==> config.mk <==
export PLATFORM = sky130hd
export DESIGN_NAME = lcdrx_top
export DESIGN_NICKNAME = d
export VERILOG_FILES = /design/src/inc/lcdrx_pkg.sv /design/src/verilog/lcdrx_top.sv
export SDC_FILE = /design/constraint.sdc
export NUM_CORES = 1
export LEC_CHECK = 0
export ABC_CLOCK_PERIOD_IN_PS = 9550
export BUFFER_PORTS_ARGS = -buffer_cell sky130_fd_sc_hd__buf_2
export CAP_MARGIN = 20
export CELL_PAD_IN_SITES_DETAIL_PLACEMENT = 1
export CELL_PAD_IN_SITES_GLOBAL_PLACEMENT = 1
export CORE_ASPECT_RATIO = 1.75
export CORE_UTILIZATION = 55
export CTS_CLUSTER_SIZE = 28
export DETAILED_ROUTE_END_ITERATION = 10
export PLACE_DENSITY_LB_ADDON = 0.12
export SLEW_MARGIN = 15
export SYNTH_ARGS = -nofsm -noshare
export SYNTH_HDL_FRONTEND = slang
export SYNTH_HIERARCHICAL = 1
export SYNTH_SLANG_ARGS = --single-unit
export TNS_END_PERCENT = 20
==> constraint.sdc <==
create_clock -name clk -period 9.55 [get_ports clk]
set_input_delay 0.4775 -clock clk [delete_from_list [all_inputs] [get_ports clk]]
set_output_delay 0.4775 -clock clk [all_outputs]
set_load 0.02 [all_outputs]
==> src/inc/lcdrx_pkg.sv <==
// Constants shared by the LCD driver serial receiver front end.
// Assumes a single 100 MHz clock domain with synchronous pin inputs.
package lcdrx_pkg;
   localparam logic [5:0] LCDRX_ADDR_FIXED  = 6'h1C;
   localparam int         LCDRX_BYTE_BITS   = 8;
   localparam int         LCDRX_CONT_BIT    = 7;
   localparam int         LCDRX_RW_BIT      = 0;
   localparam int         LCDRX_SEL_BIT     = 1;
   localparam logic [2:0] LCDRX_BIT_LAST    = 3'h7;
   localparam int         LCDRX_SUB_W       = 3;
   localparam int         LCDRX_PTR_W       = 6;
   localparam logic [5:0] LCDRX_PTR_RESET   = 6'h00;
   localparam logic [2:0] LCDRX_SUB_RESET   = 3'h0;
   localparam logic [5:0] LCDRX_PTR_STEP    = 6'h01;
   localparam logic [2:0] LCDRX_SUB_STEP    = 3'h1;
   localparam logic [5:0] LCDRX_PTR_LAST    = 6'h3F;
   localparam int         LCDRX_FIFO_DEPTH  = 8;
   typedef enum logic [2:0] {
      LCDRX_IDLE, LCDRX_ADDR, LCDRX_CMD, LCDRX_DATA, LCDRX_IGNORE
   } lcdrx_phase_t;
endpackage : lcdrx_pkg

==> src/verilog/lcdrx_top.sv <==
// Serial slave receiver front end of a segment LCD driver, with its output FIFO.
// Assumes scl and sda_in are already synchronous to clk and filtered.
//
// Summary of operation
// - Every byte is followed by one acknowledge clock before the next byte.
// - No byte count limit between start and stop.
// - Acknowledge the address and every command byte once addressed.
// - Hold SDA low across the whole high phase of the ack clock.
// - Slave receiver only; drives SDA solely for acknowledge bits.
// - Recognise addresses 0111000 and 0111001.
// - Address bit 1 must equal the address select pin level.
// - Read accesses are never answered; bit 0 must be zero.
// - Mismatched device ignores the transfer until the next start.
// - Commands continue while bit 7 is set; later bytes are display data.
// - Every selected device acknowledges each command byte.
// - Data bytes go to pointer and subaddress; the pointer then advances and carries into the subaddress.
// - Only matching hardware subaddress acknowledges display data.
// - Hardware subaddress is the binary value of three strap pins.
// - Stop ends the access; repeated start begins a new one.
// - Two addresses times eight subaddresses give sixteen separate devices.
// - Start and stop are detected at any time.
// - One bit per SCL pulse; SDA stable while SCL is high.
`timescale 1ns/1ps
`default_nettype none

module lcdrx_fifo #(
   parameter int WIDTH = 8,
   parameter int DEPTH = 8
) (
   // Clock and reset
   input  wire logic             clk,
   input  wire logic             reset,
   // Fill side
   input  wire logic             in_valid,
   output logic                  in_ready,
   input  wire logic [WIDTH-1:0] in_data,
   // Drain side
   output logic                  out_valid,
   input  wire logic             out_ready,
   output logic [WIDTH-1:0]      out_data
);
   localparam int AW = $clog2(DEPTH);
   logic [WIDTH-1:0] mem [DEPTH];
   logic [AW-1:0]    wr_ptr;
   logic [AW-1:0]    rd_ptr;
   logic [AW:0]      count;
   logic [AW-1:0]    next_wr_ptr;
   logic [AW-1:0]    next_rd_ptr;
   logic [AW:0]      next_count;
   logic             push;
   logic             pop;

   always_comb begin
      push        = in_valid && (count != (AW+1)'(DEPTH));
      pop         = out_ready && (count != '0);
      next_wr_ptr = push ? ((wr_ptr == AW'(DEPTH-1)) ? '0 : wr_ptr + AW'(1)) : wr_ptr;
      next_rd_ptr = pop ? ((rd_ptr == AW'(DEPTH-1)) ? '0 : rd_ptr + AW'(1)) : rd_ptr;
      next_count  = count + (AW+1)'(push) - (AW+1)'(pop);
   end

   always_ff @(posedge clk or posedge reset) begin
      if (reset) begin
         wr_ptr    <= '0;
         rd_ptr    <= '0;
         count     <= '0;
         in_ready  <= 1'b0;
         out_valid <= 1'b0;
      end else begin
         wr_ptr    <= next_wr_ptr;
         rd_ptr    <= next_rd_ptr;
         count     <= next_count;
         in_ready  <= next_count != (AW+1)'(DEPTH);
         out_valid <= next_count != '0;
      end
   end

   // Storage carries no reset so that it maps onto plain memory.
   always_ff @(posedge clk) begin
      if (push) begin
         mem[wr_ptr] <= in_data;
      end
   end

   assign out_data = mem[rd_ptr];
endmodule : lcdrx_fifo

module lcdrx_top
   import lcdrx_pkg::*;
#(
   parameter int PTR_W = LCDRX_PTR_W
) (
   // Clock and reset
   input  wire logic                   clk,
   input  wire logic                   reset,
   // Serial link, SDA split into input, output and enable
   input  wire logic                   scl,
   input  wire logic                   sda_in,
   output logic                        sda_out,
   output logic                        sda_oe,
   // Straps
   input  wire logic                   addr_select_pin,
   input  wire logic                   hw_subaddr_bit0,
   input  wire logic                   hw_subaddr_bit1,
   input  wire logic                   hw_subaddr_bit2,
   // Command byte stream
   output logic                        cmd_valid,
   output logic [7:0]                  cmd_byte,
   // Display write stream, through the FIFO
   output logic                        ram_valid,
   input  wire logic                   ram_ready,
   output logic [7:0]                  ram_data,
   output logic [PTR_W-1:0]            ram_ptr,
   output logic [LCDRX_SUB_W-1:0]      ram_sub,
   // Pointer load from command decode
   input  wire logic                   ptr_load,
   input  wire logic [PTR_W-1:0]       ptr_value,
   input  wire logic                   sub_load,
   input  wire logic [LCDRX_SUB_W-1:0] sub_value,
   // Status
   output logic                        busy,
   output logic                        overflow
);
   localparam int FW = 8 + PTR_W + LCDRX_SUB_W;

   lcdrx_phase_t            phase, next_phase;
   logic                    scl_q, sda_q;
   logic [2:0]              bit_cnt, next_bit_cnt;
   logic [7:0]              shreg, next_shreg;
   logic                    in_ack, next_in_ack;
   logic                    ack_drv, next_ack_drv;
   logic                    last_cmd, next_last_cmd;
   logic [PTR_W-1:0]        ptr, next_ptr;
   logic [LCDRX_SUB_W-1:0]  sub, next_sub;
   logic                    next_cmd_valid;
   logic [7:0]              next_cmd_byte;
   logic                    next_overflow;
   logic                    f_push;
   logic [FW-1:0]           f_in;
   logic                    f_ready;
   logic                    f_valid;
   logic [FW-1:0]           f_out;
   logic [7:0]              byte_done;
   logic                    scl_rise, scl_fall, start_c, stop_c;
   logic [LCDRX_SUB_W-1:0]  hw_sub;
   logic                    ack_high, next_ack_high;
   logic                    next_sda_oe, next_busy, next_ram_valid;

   always_comb begin
      hw_sub    = {hw_subaddr_bit2, hw_subaddr_bit1, hw_subaddr_bit0};
      scl_rise  = scl && !scl_q;
      scl_fall  = !scl && scl_q;
      start_c   = scl && scl_q && sda_q && !sda_in;
      stop_c    = scl && scl_q && !sda_q && sda_in;
      byte_done = {shreg[6:0], sda_in};
      next_phase     = phase;
      next_bit_cnt   = bit_cnt;
      next_shreg     = shreg;
      next_in_ack    = in_ack;
      next_ack_drv   = ack_drv;
      next_last_cmd  = last_cmd;
      next_ptr       = ptr_load ? ptr_value : ptr;
      next_sub       = sub_load ? sub_value : sub;
      next_cmd_valid = 1'b0;
      next_cmd_byte  = cmd_byte;
      next_overflow  = overflow;
      f_push         = 1'b0;
      f_in           = {shreg, ptr, sub};
      if (start_c) begin
         // repeated start opens a new access
         next_phase   = LCDRX_ADDR;
         next_bit_cnt = '0;
         next_in_ack  = 1'b0;
         next_ack_drv = 1'b0;
         next_last_cmd = 1'b0;
      end else if (stop_c) begin
         next_phase   = LCDRX_IDLE;
         next_ack_drv = 1'b0;
         next_in_ack  = 1'b0;
      end else if (phase != LCDRX_IDLE && phase != LCDRX_IGNORE) begin
         if (scl_rise && !in_ack) begin
            next_shreg   = byte_done;
            next_bit_cnt = bit_cnt + 3'h1;
            if (bit_cnt == LCDRX_BIT_LAST) begin
               next_in_ack = 1'b1;
               case (phase)
                  LCDRX_ADDR: begin
                     if (byte_done[7:2] == LCDRX_ADDR_FIXED &&
                         byte_done[LCDRX_SEL_BIT] == addr_select_pin &&
                         !byte_done[LCDRX_RW_BIT]) begin
                        next_ack_drv = 1'b1;
                     end else begin
                        next_phase = LCDRX_IGNORE;
                     end
                  end
                  LCDRX_CMD: begin
                     next_ack_drv   = 1'b1;
                     next_cmd_valid = 1'b1;
                     next_cmd_byte  = byte_done;
                     next_last_cmd  = !byte_done[LCDRX_CONT_BIT];
                  end
                  LCDRX_DATA: begin
                     if (sub == hw_sub) begin
                        next_ack_drv = 1'b1;
                        f_push = 1'b1;
                        f_in   = {byte_done, ptr, sub};
                        if (!f_ready) begin
                           next_overflow = 1'b1;
                        end
                     end
                     next_ptr = ptr + PTR_W'(1);
                     if (ptr == {PTR_W{1'b1}}) begin
                        next_sub = sub + LCDRX_SUB_STEP;
                     end
                  end
                  default: begin
                     next_phase = LCDRX_IDLE;
                  end
               endcase
            end
         end
         if (scl_fall && in_ack && ack_high) begin
            next_in_ack = 1'b0;
            next_ack_drv = 1'b0;
            if (phase == LCDRX_ADDR) begin
               next_phase = LCDRX_CMD;
            end else if (phase == LCDRX_CMD && last_cmd) begin
               next_phase = LCDRX_DATA;
            end
         end
      end
   end

   // The ack slot ends on the fall that closes the ninth pulse; the first fall after
   // the eighth rise only starts the slot, so a flag records the ninth rise.
   always_comb begin
      next_ack_high = ack_high;
      if (start_c || stop_c || !in_ack) begin
         next_ack_high = 1'b0;
      end else if (scl_rise) begin
         next_ack_high = 1'b1;
      end else if (scl_fall && ack_high) begin
         next_ack_high = 1'b0;
      end
      next_sda_oe    = next_ack_drv && next_in_ack && in_ack && !(scl && !ack_high && !sda_oe);
      next_busy      = next_phase != LCDRX_IDLE;
      // An accepted word is masked for one cycle, so it is never presented twice.
      next_ram_valid = (ram_valid && ram_ready) ? 1'b0 : f_valid;
   end

   always_ff @(posedge clk or posedge reset) begin
      if (reset) begin
         phase     <= LCDRX_IDLE;
         scl_q     <= 1'b1;
         sda_q     <= 1'b1;
         bit_cnt   <= '0;
         shreg     <= '0;
         in_ack    <= 1'b0;
         ack_drv   <= 1'b0;
         ack_high  <= 1'b0;
         last_cmd  <= 1'b0;
         ptr       <= '0;
         sub       <= LCDRX_SUB_RESET;
         cmd_valid <= 1'b0;
         cmd_byte  <= '0;
         overflow  <= 1'b0;
         sda_oe    <= 1'b0;
         sda_out   <= 1'b0;
         busy      <= 1'b0;
         ram_ptr   <= '0;
         ram_sub   <= '0;
         ram_data  <= '0;
         ram_valid <= 1'b0;
      end else begin
         phase     <= next_phase;
         scl_q     <= scl;
         sda_q     <= sda_in;
         bit_cnt   <= next_bit_cnt;
         shreg     <= next_shreg;
         in_ack    <= next_in_ack;
         ack_drv   <= next_ack_drv;
         ack_high  <= next_ack_high;
         last_cmd  <= next_last_cmd;
         ptr       <= next_ptr;
         sub       <= next_sub;
         cmd_valid <= next_cmd_valid;
         cmd_byte  <= next_cmd_byte;
         overflow  <= next_overflow;
         sda_oe    <= next_sda_oe;
         sda_out   <= 1'b0;
         busy      <= next_busy;
         ram_valid <= next_ram_valid;
         ram_data  <= f_out[FW-1 -: 8];
         ram_ptr   <= f_out[LCDRX_SUB_W +: PTR_W];
         ram_sub   <= f_out[LCDRX_SUB_W-1:0];
      end
   end

   // The FIFO head is registered once more so that every display output is a flop.
   lcdrx_fifo #(
      .WIDTH (FW),
      .DEPTH (LCDRX_FIFO_DEPTH)
   ) u_fifo (
      .clk       (clk),
      .reset     (reset),
      .in_valid  (f_push),
      .in_ready  (f_ready),
      .in_data   (f_in),
      .out_valid (f_valid),
      .out_ready (ram_ready && ram_valid),
      .out_data  (f_out)
   );
endmodule : lcdrx_top

`default_nettype wire

==> results of run 1 <==
-- registers in the layout (all words and copies together) (netlist names), 4 cells and up --
register / count
u_fifo/mem: 136
cmd_byte: 8
ram_data: 8
shreg: 8
ptr: 6
ram_ptr: 6
u_fifo/count: 4
-- synthesized netlist by cell type (2+ instances only) --
cell type  count
mux4_2         5
buf_4          2
mux2_2        46
buf_2          5
nor2_1        16
dfrtp_1       69
nand2_1       13
edfxtp_1     136
xor2_1         5
a21oi_1        5
ha_1          14
nor4_1         5
mux4_1        29
dfstp_2        2
and3b_1        2
nand3b_1       3
a211oi_1       3
buf_1          3
o31ai_1        4
a221o_1        3
buf_6          3
nand4b_1       2
nand4bb_1      2
a21o_1         2
mux2i_1        7
inv_1         21
nand3_1        3
o21ai_0       11
nor3_1         9
nor2b_1        3
nand2b_1       7
-- path summary, 6_finish.rpt --
| path | endpoint | slack, ns |
|---|---|---|
| min | u_fifo/count[0] | 0.02 |
| max in group asynchronous | ram_data[5] | 8.73 |
| max | u_fifo/out_valid | 5.33 |
| min in group clk | sda_q | 0.17 |
| max reg2reg | u_fifo/out_valid | 5.33 |
| min reg2reg | overflow | 0.45 |
-- report_power, final --
group | internal (mW) | switching, mW
Sequential | 1.09 | 0.118
Clock | 0.398 | 0.307
Combinational | 0.283 | 0.281
Total | 1.77 | 0.706
-- layout by cell type, fill, tap and decap left out, drive strengths merged, types with 7 or more instances in the layout --
master,synthesis,routed
inv,21,22
buf,15,57
edfxtp,136,136
mux4,34,34
dfrtp,69,69
mux2,46,46
ha,14,14
nor2,16,16
nand2,14,14
nand2b,7,7
o21ai,11,11
nor3,9,9
mux2i,7,7
clkbuf,1,26
-- per-layer routing --
layer  vias to the layer above  GRT usage [%]  part of all wire, %
met1                      2295          29.15                   38
met2                       107          41.78                   55
met4                         0          8.047                  3.1
met5                         -              0                    0
li1                       1978              -                    -
met3                        38          3.105                  4.1
-- per-stage QoR --
step                cell area, µm²  setup WS [ns]
global placement              8980          5.626
floorplan                     8524          5.605
CTS                           9548          5.313
global route                  9548          4.957
detailed placement            8980          5.316
finish                        9548          5.328
-- cell type report --
class / count / area [µm²] / area share [%]
sequential: 207 / 5864 / 61.42
multi-input combinational: 227 / 2502 / 26.21
clock buffer: 26 / 501.7 / 5.255
timing repair buffer: 57 / 305.3 / 3.197
tap: 183 / 229.0 / 2.398
inverter: 21 / 78.83 / 0.8256
clock inverter: 7 / 66.31 / 0.6945
-- logic make-up after synthesis --
kind of cell             after synthesis  share of synthesized area (%)
adder cells (fa/ha/maj)               15                          2.290
buffers and inverters                 37                          2.392
multiplexers                          87                          17.16
AND/OR/NAND/NOR                       79                          5.490
AO/OA/AOI/OAI                         39                          3.229
other                                  1                        0.04399
flip-flops                           207                          68.78
XOR/XNOR                               6                         0.6165
==> metrics.txt, run 1 <==
# TYPE chip_impl_metric gauge
chip_impl_info{name="run_status",value="finished, final reports clean"} 1
chip_impl_metric{name="antenna_violations_before_repair",unit=""} 0
chip_impl_metric{name="die_w",unit="µm"} 96.11
chip_impl_metric{name="timing.critical_path.depth",unit=""} 15
chip_impl_metric{name="power.density_cell_area",unit="nW/µm²"} 259.0
chip_impl_metric{name="postSynthAreaPerCell",unit="µm²"} 18.10
chip_impl_metric{name="critical_path.max_stage_delay",unit="ns"} 0.66
chip_impl_metric{name="nNetsFinal",unit=""} 568
chip_impl_metric{name="grt_max_degree",unit=""} 60
chip_impl_metric{name="detailedRoute.firstIterationViolations",unit=""} 168
chip_impl_metric{name="area_growth_syn_to_layout",unit="%"} 12.01
chip_impl_metric{name="slew_viol_final",unit=""} 0
chip_impl_metric{name="antennaDiodeCount",unit=""} 0
chip_impl_metric{name="cts.clk_slew.worst_paths",unit="ns"} 0.07
chip_impl_metric{name="finalSetupTns",unit="ns"} 0
chip_impl_info{name="worst_setup_path_end_kind",value="flop"} 1
chip_impl_metric{name="synth_cell_types",unit=""} 62
chip_impl_metric{name="fillCellCount",unit=""} 1320
chip_impl_metric{name="boundaryPins",unit=""} 51
chip_impl_metric{name="drive_above_1_share",unit="%"} 26.97
chip_impl_metric{name="report.final.setup_viol",unit=""} 0
chip_impl_metric{name="ys_seq_area_share",unit="%"} 68.78
chip_impl_info{name="critical_path.cell_chain",value="ha_1 -> ha_1 -> and4bb_1 -> nand2_2 -> or4_1 -> inv_1 -> o31ai_2 -> ha_1 -> inv_1 -> ha_1 -> inv_1 -> fa_1 -> inv_1 -> nor4b_1 -> mux2i_1"} 1
chip_impl_info{name="worst_r2r_startpoint",value="bit_cnt[0]"} 1
chip_impl_metric{name="holdWs",unit="ns"} 0.01860
chip_impl_metric{name="synth_edf_count",unit=""} 136
chip_impl_metric{name="detailed_place_hpwl",unit="µm"} 11510
chip_impl_metric{name="utilization",unit="%"} 63.71
chip_impl_metric{name="dpl.cell_count",unit=""} 695
chip_impl_metric{name="numPortBuffers",unit=""} 49
chip_impl_metric{name="cts_made_buffers",unit=""} 19
chip_impl_metric{name="wire_length_of_the_first_global_routing_pass",unit="µm"} 27570
chip_impl_metric{name="report.power.total",unit="mW"} 2.473
chip_impl_metric{name="max_slew_margin",unit="%"} 25.67
chip_impl_metric{name="globalRoute.totalOverflow",unit=""} 0
chip_impl_metric{name="placementRows",unit=""} 59
chip_impl_info{name="cp-startpoint",value="bit_cnt[0]"} 1
chip_impl_info{name="cts_tree",value="done"} 1
chip_impl_info{name="worst_setup_path_category",value="reg -> reg"} 1
chip_impl_metric{name="finalWorstPathRequiredPeriod",unit="ns"} 4.222
chip_impl_metric{name="placeableCoreArea",unit="µm²"} 14990
chip_impl_metric{name="antenna_violating_nets_post_route",unit=""} 0
chip_impl_info{name="cts_root_buffer",value="clkbuf_16"} 1
chip_impl_metric{name="fin_crit_share",unit="%"} 44.21
chip_impl_metric{name="async_flop_share",unit="%"} 34.30
chip_impl_metric{name="cts_hold_buffers_added",unit=""} 0
chip_impl_info{name="post_synth_main_area_contributors",value="edfxtp_1 48%, dfrtp_1 20%, mux4_1 8.9%, mux2_2 6.1%, ha_1 2.1%"} 1
chip_impl_metric{name="synthCells",unit=""} 471
chip_impl_info{name="critical-path-slowest-cell",value="or4_1"} 1
chip_impl_info{name="rsz0062_at_grt",value="false"} 1
chip_impl_metric{name="power.leakage",unit="nW"} 3.677
chip_impl_info{name="cpLargestDelayFamily",value="simple AND/OR/NAND/NOR gates"} 1
chip_impl_metric{name="h_tree_level_count",unit=""} 1
chip_impl_info{name="worst_hold_path_type",value="in -> async"} 1
chip_impl_metric{name="drt_wl_total",unit="µm"} 17550
chip_impl_metric{name="cts_buffer_depth",unit=""} 3
chip_impl_metric{name="tightest_slew",unit="ns"} 1.111
chip_impl_info{name="startpoint_class",value="flop"} 1
chip_impl_metric{name="hold_violations",unit=""} 0
chip_impl_metric{name="max_cap_viol_count",unit=""} 0
chip_impl_metric{name="fin_skew",unit="ns"} 0.03148
chip_impl_metric{name="syn_nets",unit=""} 506
chip_impl_metric{name="cts_resized",unit=""} 0
chip_impl_metric{name="worst-path-buf-inv",unit=""} 4
chip_impl_metric{name="number_of_detailed_route_iterations_in_the_first_pass",unit=""} 6
chip_impl_metric{name="clk-insertion-delay-late",unit="ns"} 0.49
chip_impl_info{name="yosys_most_used_dff",value="edfxtp_1"} 1
chip_impl_metric{name="instances_no_fill",unit=""} 728
chip_impl_metric{name="residual_drc_count",unit=""} 0
chip_impl_metric{name="routabilityCongestion",unit=""} 0.8152
chip_impl_metric{name="post_drt_wl_per_cell",unit="µm"} 24.10
chip_impl_metric{name="ys.warnings.count",unit=""} 6
chip_impl_metric{name="routed_via_density",unit=""} 6.069
chip_impl_metric{name="vias",unit=""} 4418
chip_impl_metric{name="timing.fmax",unit="GHz"} 0.2368
chip_impl_metric{name="mappedNetlistArea",unit="µm²"} 8524
chip_impl_info{name="yosys.area.top_type",value="edfxtp_1"} 1
chip_impl_metric{name="floorplan.initialDensity",unit="%"} 56.88
chip_impl_metric{name="via_count_of_the_first_global_routing_pass",unit=""} 4885
chip_impl_metric{name="global_route.usage.total",unit="%"} 23.61
chip_impl_metric{name="post-cts-setup-buffer-count",unit=""} 0
chip_impl_metric{name="cp.required",unit="ns"} 9.89
chip_impl_metric{name="netlist.area_leader.share",unit="%"} 47.91
chip_impl_metric{name="max-vdd-ir-drop",unit="µV"} 185.1
chip_impl_metric{name="ff2ff_path_depth",unit=""} 15
chip_impl_metric{name="cp.arrival",unit="ns"} 4.57
chip_impl_metric{name="postSynthRegisterBits",unit=""} 207
chip_impl_metric{name="cts_sinks",unit=""} 207
chip_impl_metric{name="crit_fanout",unit=""} 10
chip_impl_metric{name="design.die.area",unit="µm²"} 16020
chip_impl_metric{name="die_height",unit="µm"} 166.7
No activity file was read; power rests on OpenSTA's default activity.
==> run 2: changes to the inputs <==
--- a/config.mk
+++ b/config.mk
@@ -5,13 +5,13 @@
 export SDC_FILE = /design/constraint.sdc
 export NUM_CORES = 1
 export LEC_CHECK = 0
-export ABC_CLOCK_PERIOD_IN_PS = 9550
+export ABC_CLOCK_PERIOD_IN_PS = 3800
 export BUFFER_PORTS_ARGS = -buffer_cell sky130_fd_sc_hd__buf_2
 export CAP_MARGIN = 20
 export CELL_PAD_IN_SITES_DETAIL_PLACEMENT = 1
 export CELL_PAD_IN_SITES_GLOBAL_PLACEMENT = 1
 export CORE_ASPECT_RATIO = 1.75
-export CORE_UTILIZATION = 55
+export CORE_UTILIZATION = 47
 export CTS_CLUSTER_SIZE = 28
 export DETAILED_ROUTE_END_ITERATION = 10
 export PLACE_DENSITY_LB_ADDON = 0.12
==> constraint.sdc (replaced) <==
create_clock -name clk -period 3.8 [get_ports clk]
set_input_delay 0.19 -clock clk [delete_from_list [all_inputs] [get_ports clk]]
set_output_delay 0.19 -clock clk [all_outputs]
set_load 0.02 [all_outputs]
==> run 2 against run 1 <==
  * Clock skew decreased by 0.022 ns
  * Power increased to 2.7 times the previous value
  * Setup slack got worse by 5.0 ns
  * Fmax increased by 20%
  * First-iteration DRC count increased by 17%
  * Critical endpoint is now u_fifo/in_ready
  * Sequential power increased by 150%
  * Clock power increased to 3.0 times the previous value
  * Hold slack improved by 0.012 ns
  * Non-clock buffer count increased by 19
  * Largest cell class unchanged
  * Largest power group unchanged
  * Highest routed layer unchanged
  * Clock-buffer cell count unchanged
  * Global-route usage decreased by 4.2 points
==> metrics.txt, run 2 (synthesized netlist as in run 1, its figures left out) <==
# TYPE chip_impl_metric gauge
chip_impl_info{name="run_status",value="finished, final reports clean"} 1
chip_impl_metric{name="via_count_of_the_first_global_routing_pass",unit=""} 4952
chip_impl_info{name="worst_hold_path_type",value="in -> reg"} 1
chip_impl_metric{name="number_of_detailed_route_iterations_in_the_first_pass",unit=""} 6
chip_impl_metric{name="max_reg_flops",unit=""} 136
chip_impl_metric{name="numPortBuffers",unit=""} 49
chip_impl_info{name="worstReg2RegEnd",value="u_fifo/in_ready"} 1
chip_impl_metric{name="cp.arrival",unit="ns"} 3.86
chip_impl_metric{name="slew_viol_final",unit=""} 0
chip_impl_metric{name="max_slew_margin",unit="%"} 36.00
chip_impl_metric{name="post_drt_wl_per_cell",unit="µm"} 21.80
chip_impl_metric{name="hold_violations",unit=""} 0
chip_impl_metric{name="global_route.usage.total",unit="%"} 19.38
chip_impl_info{name="mostFrequentLayoutCells",value="136 x edfxtp_1, 68 x dfrtp_1, 49 x buf_2, 46 x mux2_2, 29 x mux4_1"} 1
chip_impl_metric{name="detailed_place_hpwl",unit="µm"} 11340
chip_impl_metric{name="cts_buffer_depth",unit=""} 3
chip_impl_metric{name="tightest_slew",unit="ns"} 0.9480
chip_impl_metric{name="cts.clk_slew.worst_paths",unit="ns"} 0.06
chip_impl_metric{name="finalSetupTns",unit="ns"} 0
chip_impl_metric{name="fin_crit_share",unit="%"} 92.35
chip_impl_info{name="cts_root_buffer",value="clkbuf_16"} 1
chip_impl_metric{name="cts_sinks",unit=""} 207
chip_impl_metric{name="max_cap_viol_count",unit=""} 0
chip_impl_metric{name="detailedRoute.firstIterationViolations",unit=""} 196
chip_impl_metric{name="finalWorstPathRequiredPeriod",unit="ns"} 3.509
chip_impl_metric{name="power.leakage",unit="nW"} 3.843
chip_impl_metric{name="crit_fanout",unit=""} 7
chip_impl_metric{name="fillCellCount",unit=""} 1638
chip_impl_metric{name="drive_above_1_share",unit="%"} 29.28
chip_impl_info{name="startpoint_class",value="flop"} 1
chip_impl_info{name="max_flop_register",value="u_fifo/mem"} 1
chip_impl_info{name="min_to",value="ptr[1]"} 1
chip_impl_metric{name="ff_to_ff_setup_slack",unit="ns"} 0.29
chip_impl_metric{name="residual_drc_count",unit=""} 0
chip_impl_metric{name="die_w",unit="µm"} 103.8
chip_impl_metric{name="wire_length_of_the_first_global_routing_pass",unit="µm"} 27660
chip_impl_metric{name="antenna_violating_nets_post_route",unit=""} 0
chip_impl_metric{name="clk-insertion-delay-late",unit="ns"} 0.49
chip_impl_info{name="worst_r2r_startpoint",value="bit_cnt[0]"} 1
chip_impl_metric{name="boundaryPins",unit=""} 51
chip_impl_metric{name="vias",unit=""} 4405
chip_impl_info{name="worst_setup_path_end_kind",value="flop"} 1
chip_impl_metric{name="post-cts-setup-buffer-count",unit=""} 0
chip_impl_metric{name="power.density_cell_area",unit="nW/µm²"} 664.3
chip_impl_metric{name="worst_hold_path.num_cells",unit=""} 3
chip_impl_metric{name="report.power.total",unit="mW"} 6.601
chip_impl_metric{name="routed_via_density",unit=""} 5.520
chip_impl_metric{name="globalRoute.totalOverflow",unit=""} 0
chip_impl_metric{name="fin_skew",unit="ns"} 0.009791
chip_impl_metric{name="h_tree_level_count",unit=""} 1
chip_impl_metric{name="multi_input_comb_area",unit="µm²"} 2505
chip_impl_info{name="worst_setup_path_category",value="reg -> reg"} 1
chip_impl_metric{name="antennaDiodeCount",unit=""} 0
chip_impl_metric{name="max-vdd-ir-drop",unit="µV"} 457.3
chip_impl_metric{name="nNetsFinal",unit=""} 588
chip_impl_metric{name="design.die.area",unit="µm²"} 18700
chip_impl_metric{name="cts_made_buffers",unit=""} 20
chip_impl_info{name="final_common_cell",value="edfxtp_1"} 1
chip_impl_metric{name="placementRows",unit=""} 64
chip_impl_info{name="hold_path.startpoint",value="ptr_value[1]"} 1
chip_impl_metric{name="report.final.setup_viol",unit=""} 0
chip_impl_metric{name="die_height",unit="µm"} 180.2
chip_impl_metric{name="timing.fmax",unit="GHz"} 0.2850
chip_impl_metric{name="postLayoutCellArea",unit="µm²"} 9937
chip_impl_metric{name="final-seq-area",unit="µm²"} 5864
chip_impl_metric{name="drt_wl_total",unit="µm"} 17400
chip_impl_metric{name="placeableCoreArea",unit="µm²"} 17620
chip_impl_metric{name="ff2ff_path_depth",unit=""} 15
chip_impl_metric{name="place_area",unit="µm²"} 9117
chip_impl_metric{name="routabilityCongestion",unit=""} 0.7672
chip_impl_metric{name="antenna_violations_before_repair",unit=""} 0
chip_impl_metric{name="area_growth_syn_to_layout",unit="%"} 16.57
chip_impl_metric{name="grt_max_degree",unit=""} 39
chip_impl_info{name="cts_tree",value="done"} 1
chip_impl_metric{name="floorplan.initialDensity",unit="%"} 48.39
chip_impl_metric{name="cp.required",unit="ns"} 4.15
==> run 2: cell count changes in the layout (fill, tap and decap cells not counted), sizes merged <==
cell,delta
buf,+10
bufinv,+3
inv,-1
clkinvlp,+1
dlygate4sd3,+9
==> run 2: cell type report <==
cell class / count / area share, %
inverters: 21 / 0.7933
multi-input cells: 227 / 25.21
clock buffers: 26 / 5.691
flip-flops and latches: 207 / 59.02
clock inverters: 10 / 1.524
well taps: 231 / 2.909
repair buffers: 76 / 4.860
==> run 2: worst max-delay path by stage <==
stage / start / endpoint / slack (ns) / cells after the start
3_3_place_gp: bit_cnt[0] / u_fifo/out_valid / 0.30 / 15
5_1_grt: bit_cnt[0] / u_fifo/in_ready / -0.02 / 15
6_report: bit_cnt[0] / u_fifo/in_ready / 0.29 / 15
4_1_cts: bit_cnt[0] / u_fifo/out_valid / 0.18 / 15
2_1_floorplan: bit_cnt[0] / u_fifo/mem[1][0] / 0.21 / 10
3_5_place_dp: bit_cnt[0] / u_fifo/out_valid / 0.21 / 15
==> run 2: worst max-delay path, cell delays in order (launching register included) <==
cell      delay, ns
dfrtp_1        0.38
ha_1           0.16
ha_1           0.22
and4bb_1       0.26
nand2_2        0.12
or4_1          0.50
inv_1          0.12
o31ai_2        0.08
ha_1           0.29
inv_1          0.05
ha_1           0.14
inv_1          0.05
fa_1           0.48
inv_1          0.08
nor4_2         0.33
mux2i_1        0.12
==> run 2: what timing repair did <==
item / in CTS / in global routing
gates resized for setup: 0 / 2
hold buffers: 9 / 0
endpoints found under the setup margin: 0 / 2
endpoints found under the hold margin: 41 / 0
==> run 2: layer usage <==
layer  GRT usage (%)  wire (µm)
met5               0          0
met4           5.429        295
met3           2.170        439
met2           36.37       9619
met1           23.30       7044
==> run 2: power breakdown <==
group	internal [mW]	switching, mW
combinational	0.729	0.760
sequential	2.73	0.251
clock	1.32	0.805
==> run 2: stage by stage <==
stage | std cells | util (%) | hold slack [ns] | setup WS [ns]
after floorplan | 471 | - | 0.05470 | 0.2145
after global placement | 753 | 51.75 | 0.2473 | 0.3015
after detailed placement | 753 | 51.75 | 0.2496 | 0.2124
after CTS | 798 | 56.34 | 0.01307 | 0.1779
after global routing | 798 | 56.41 | 0.05349 | -0.02100
final | 798 | 56.41 | 0.03109 | 0.2908
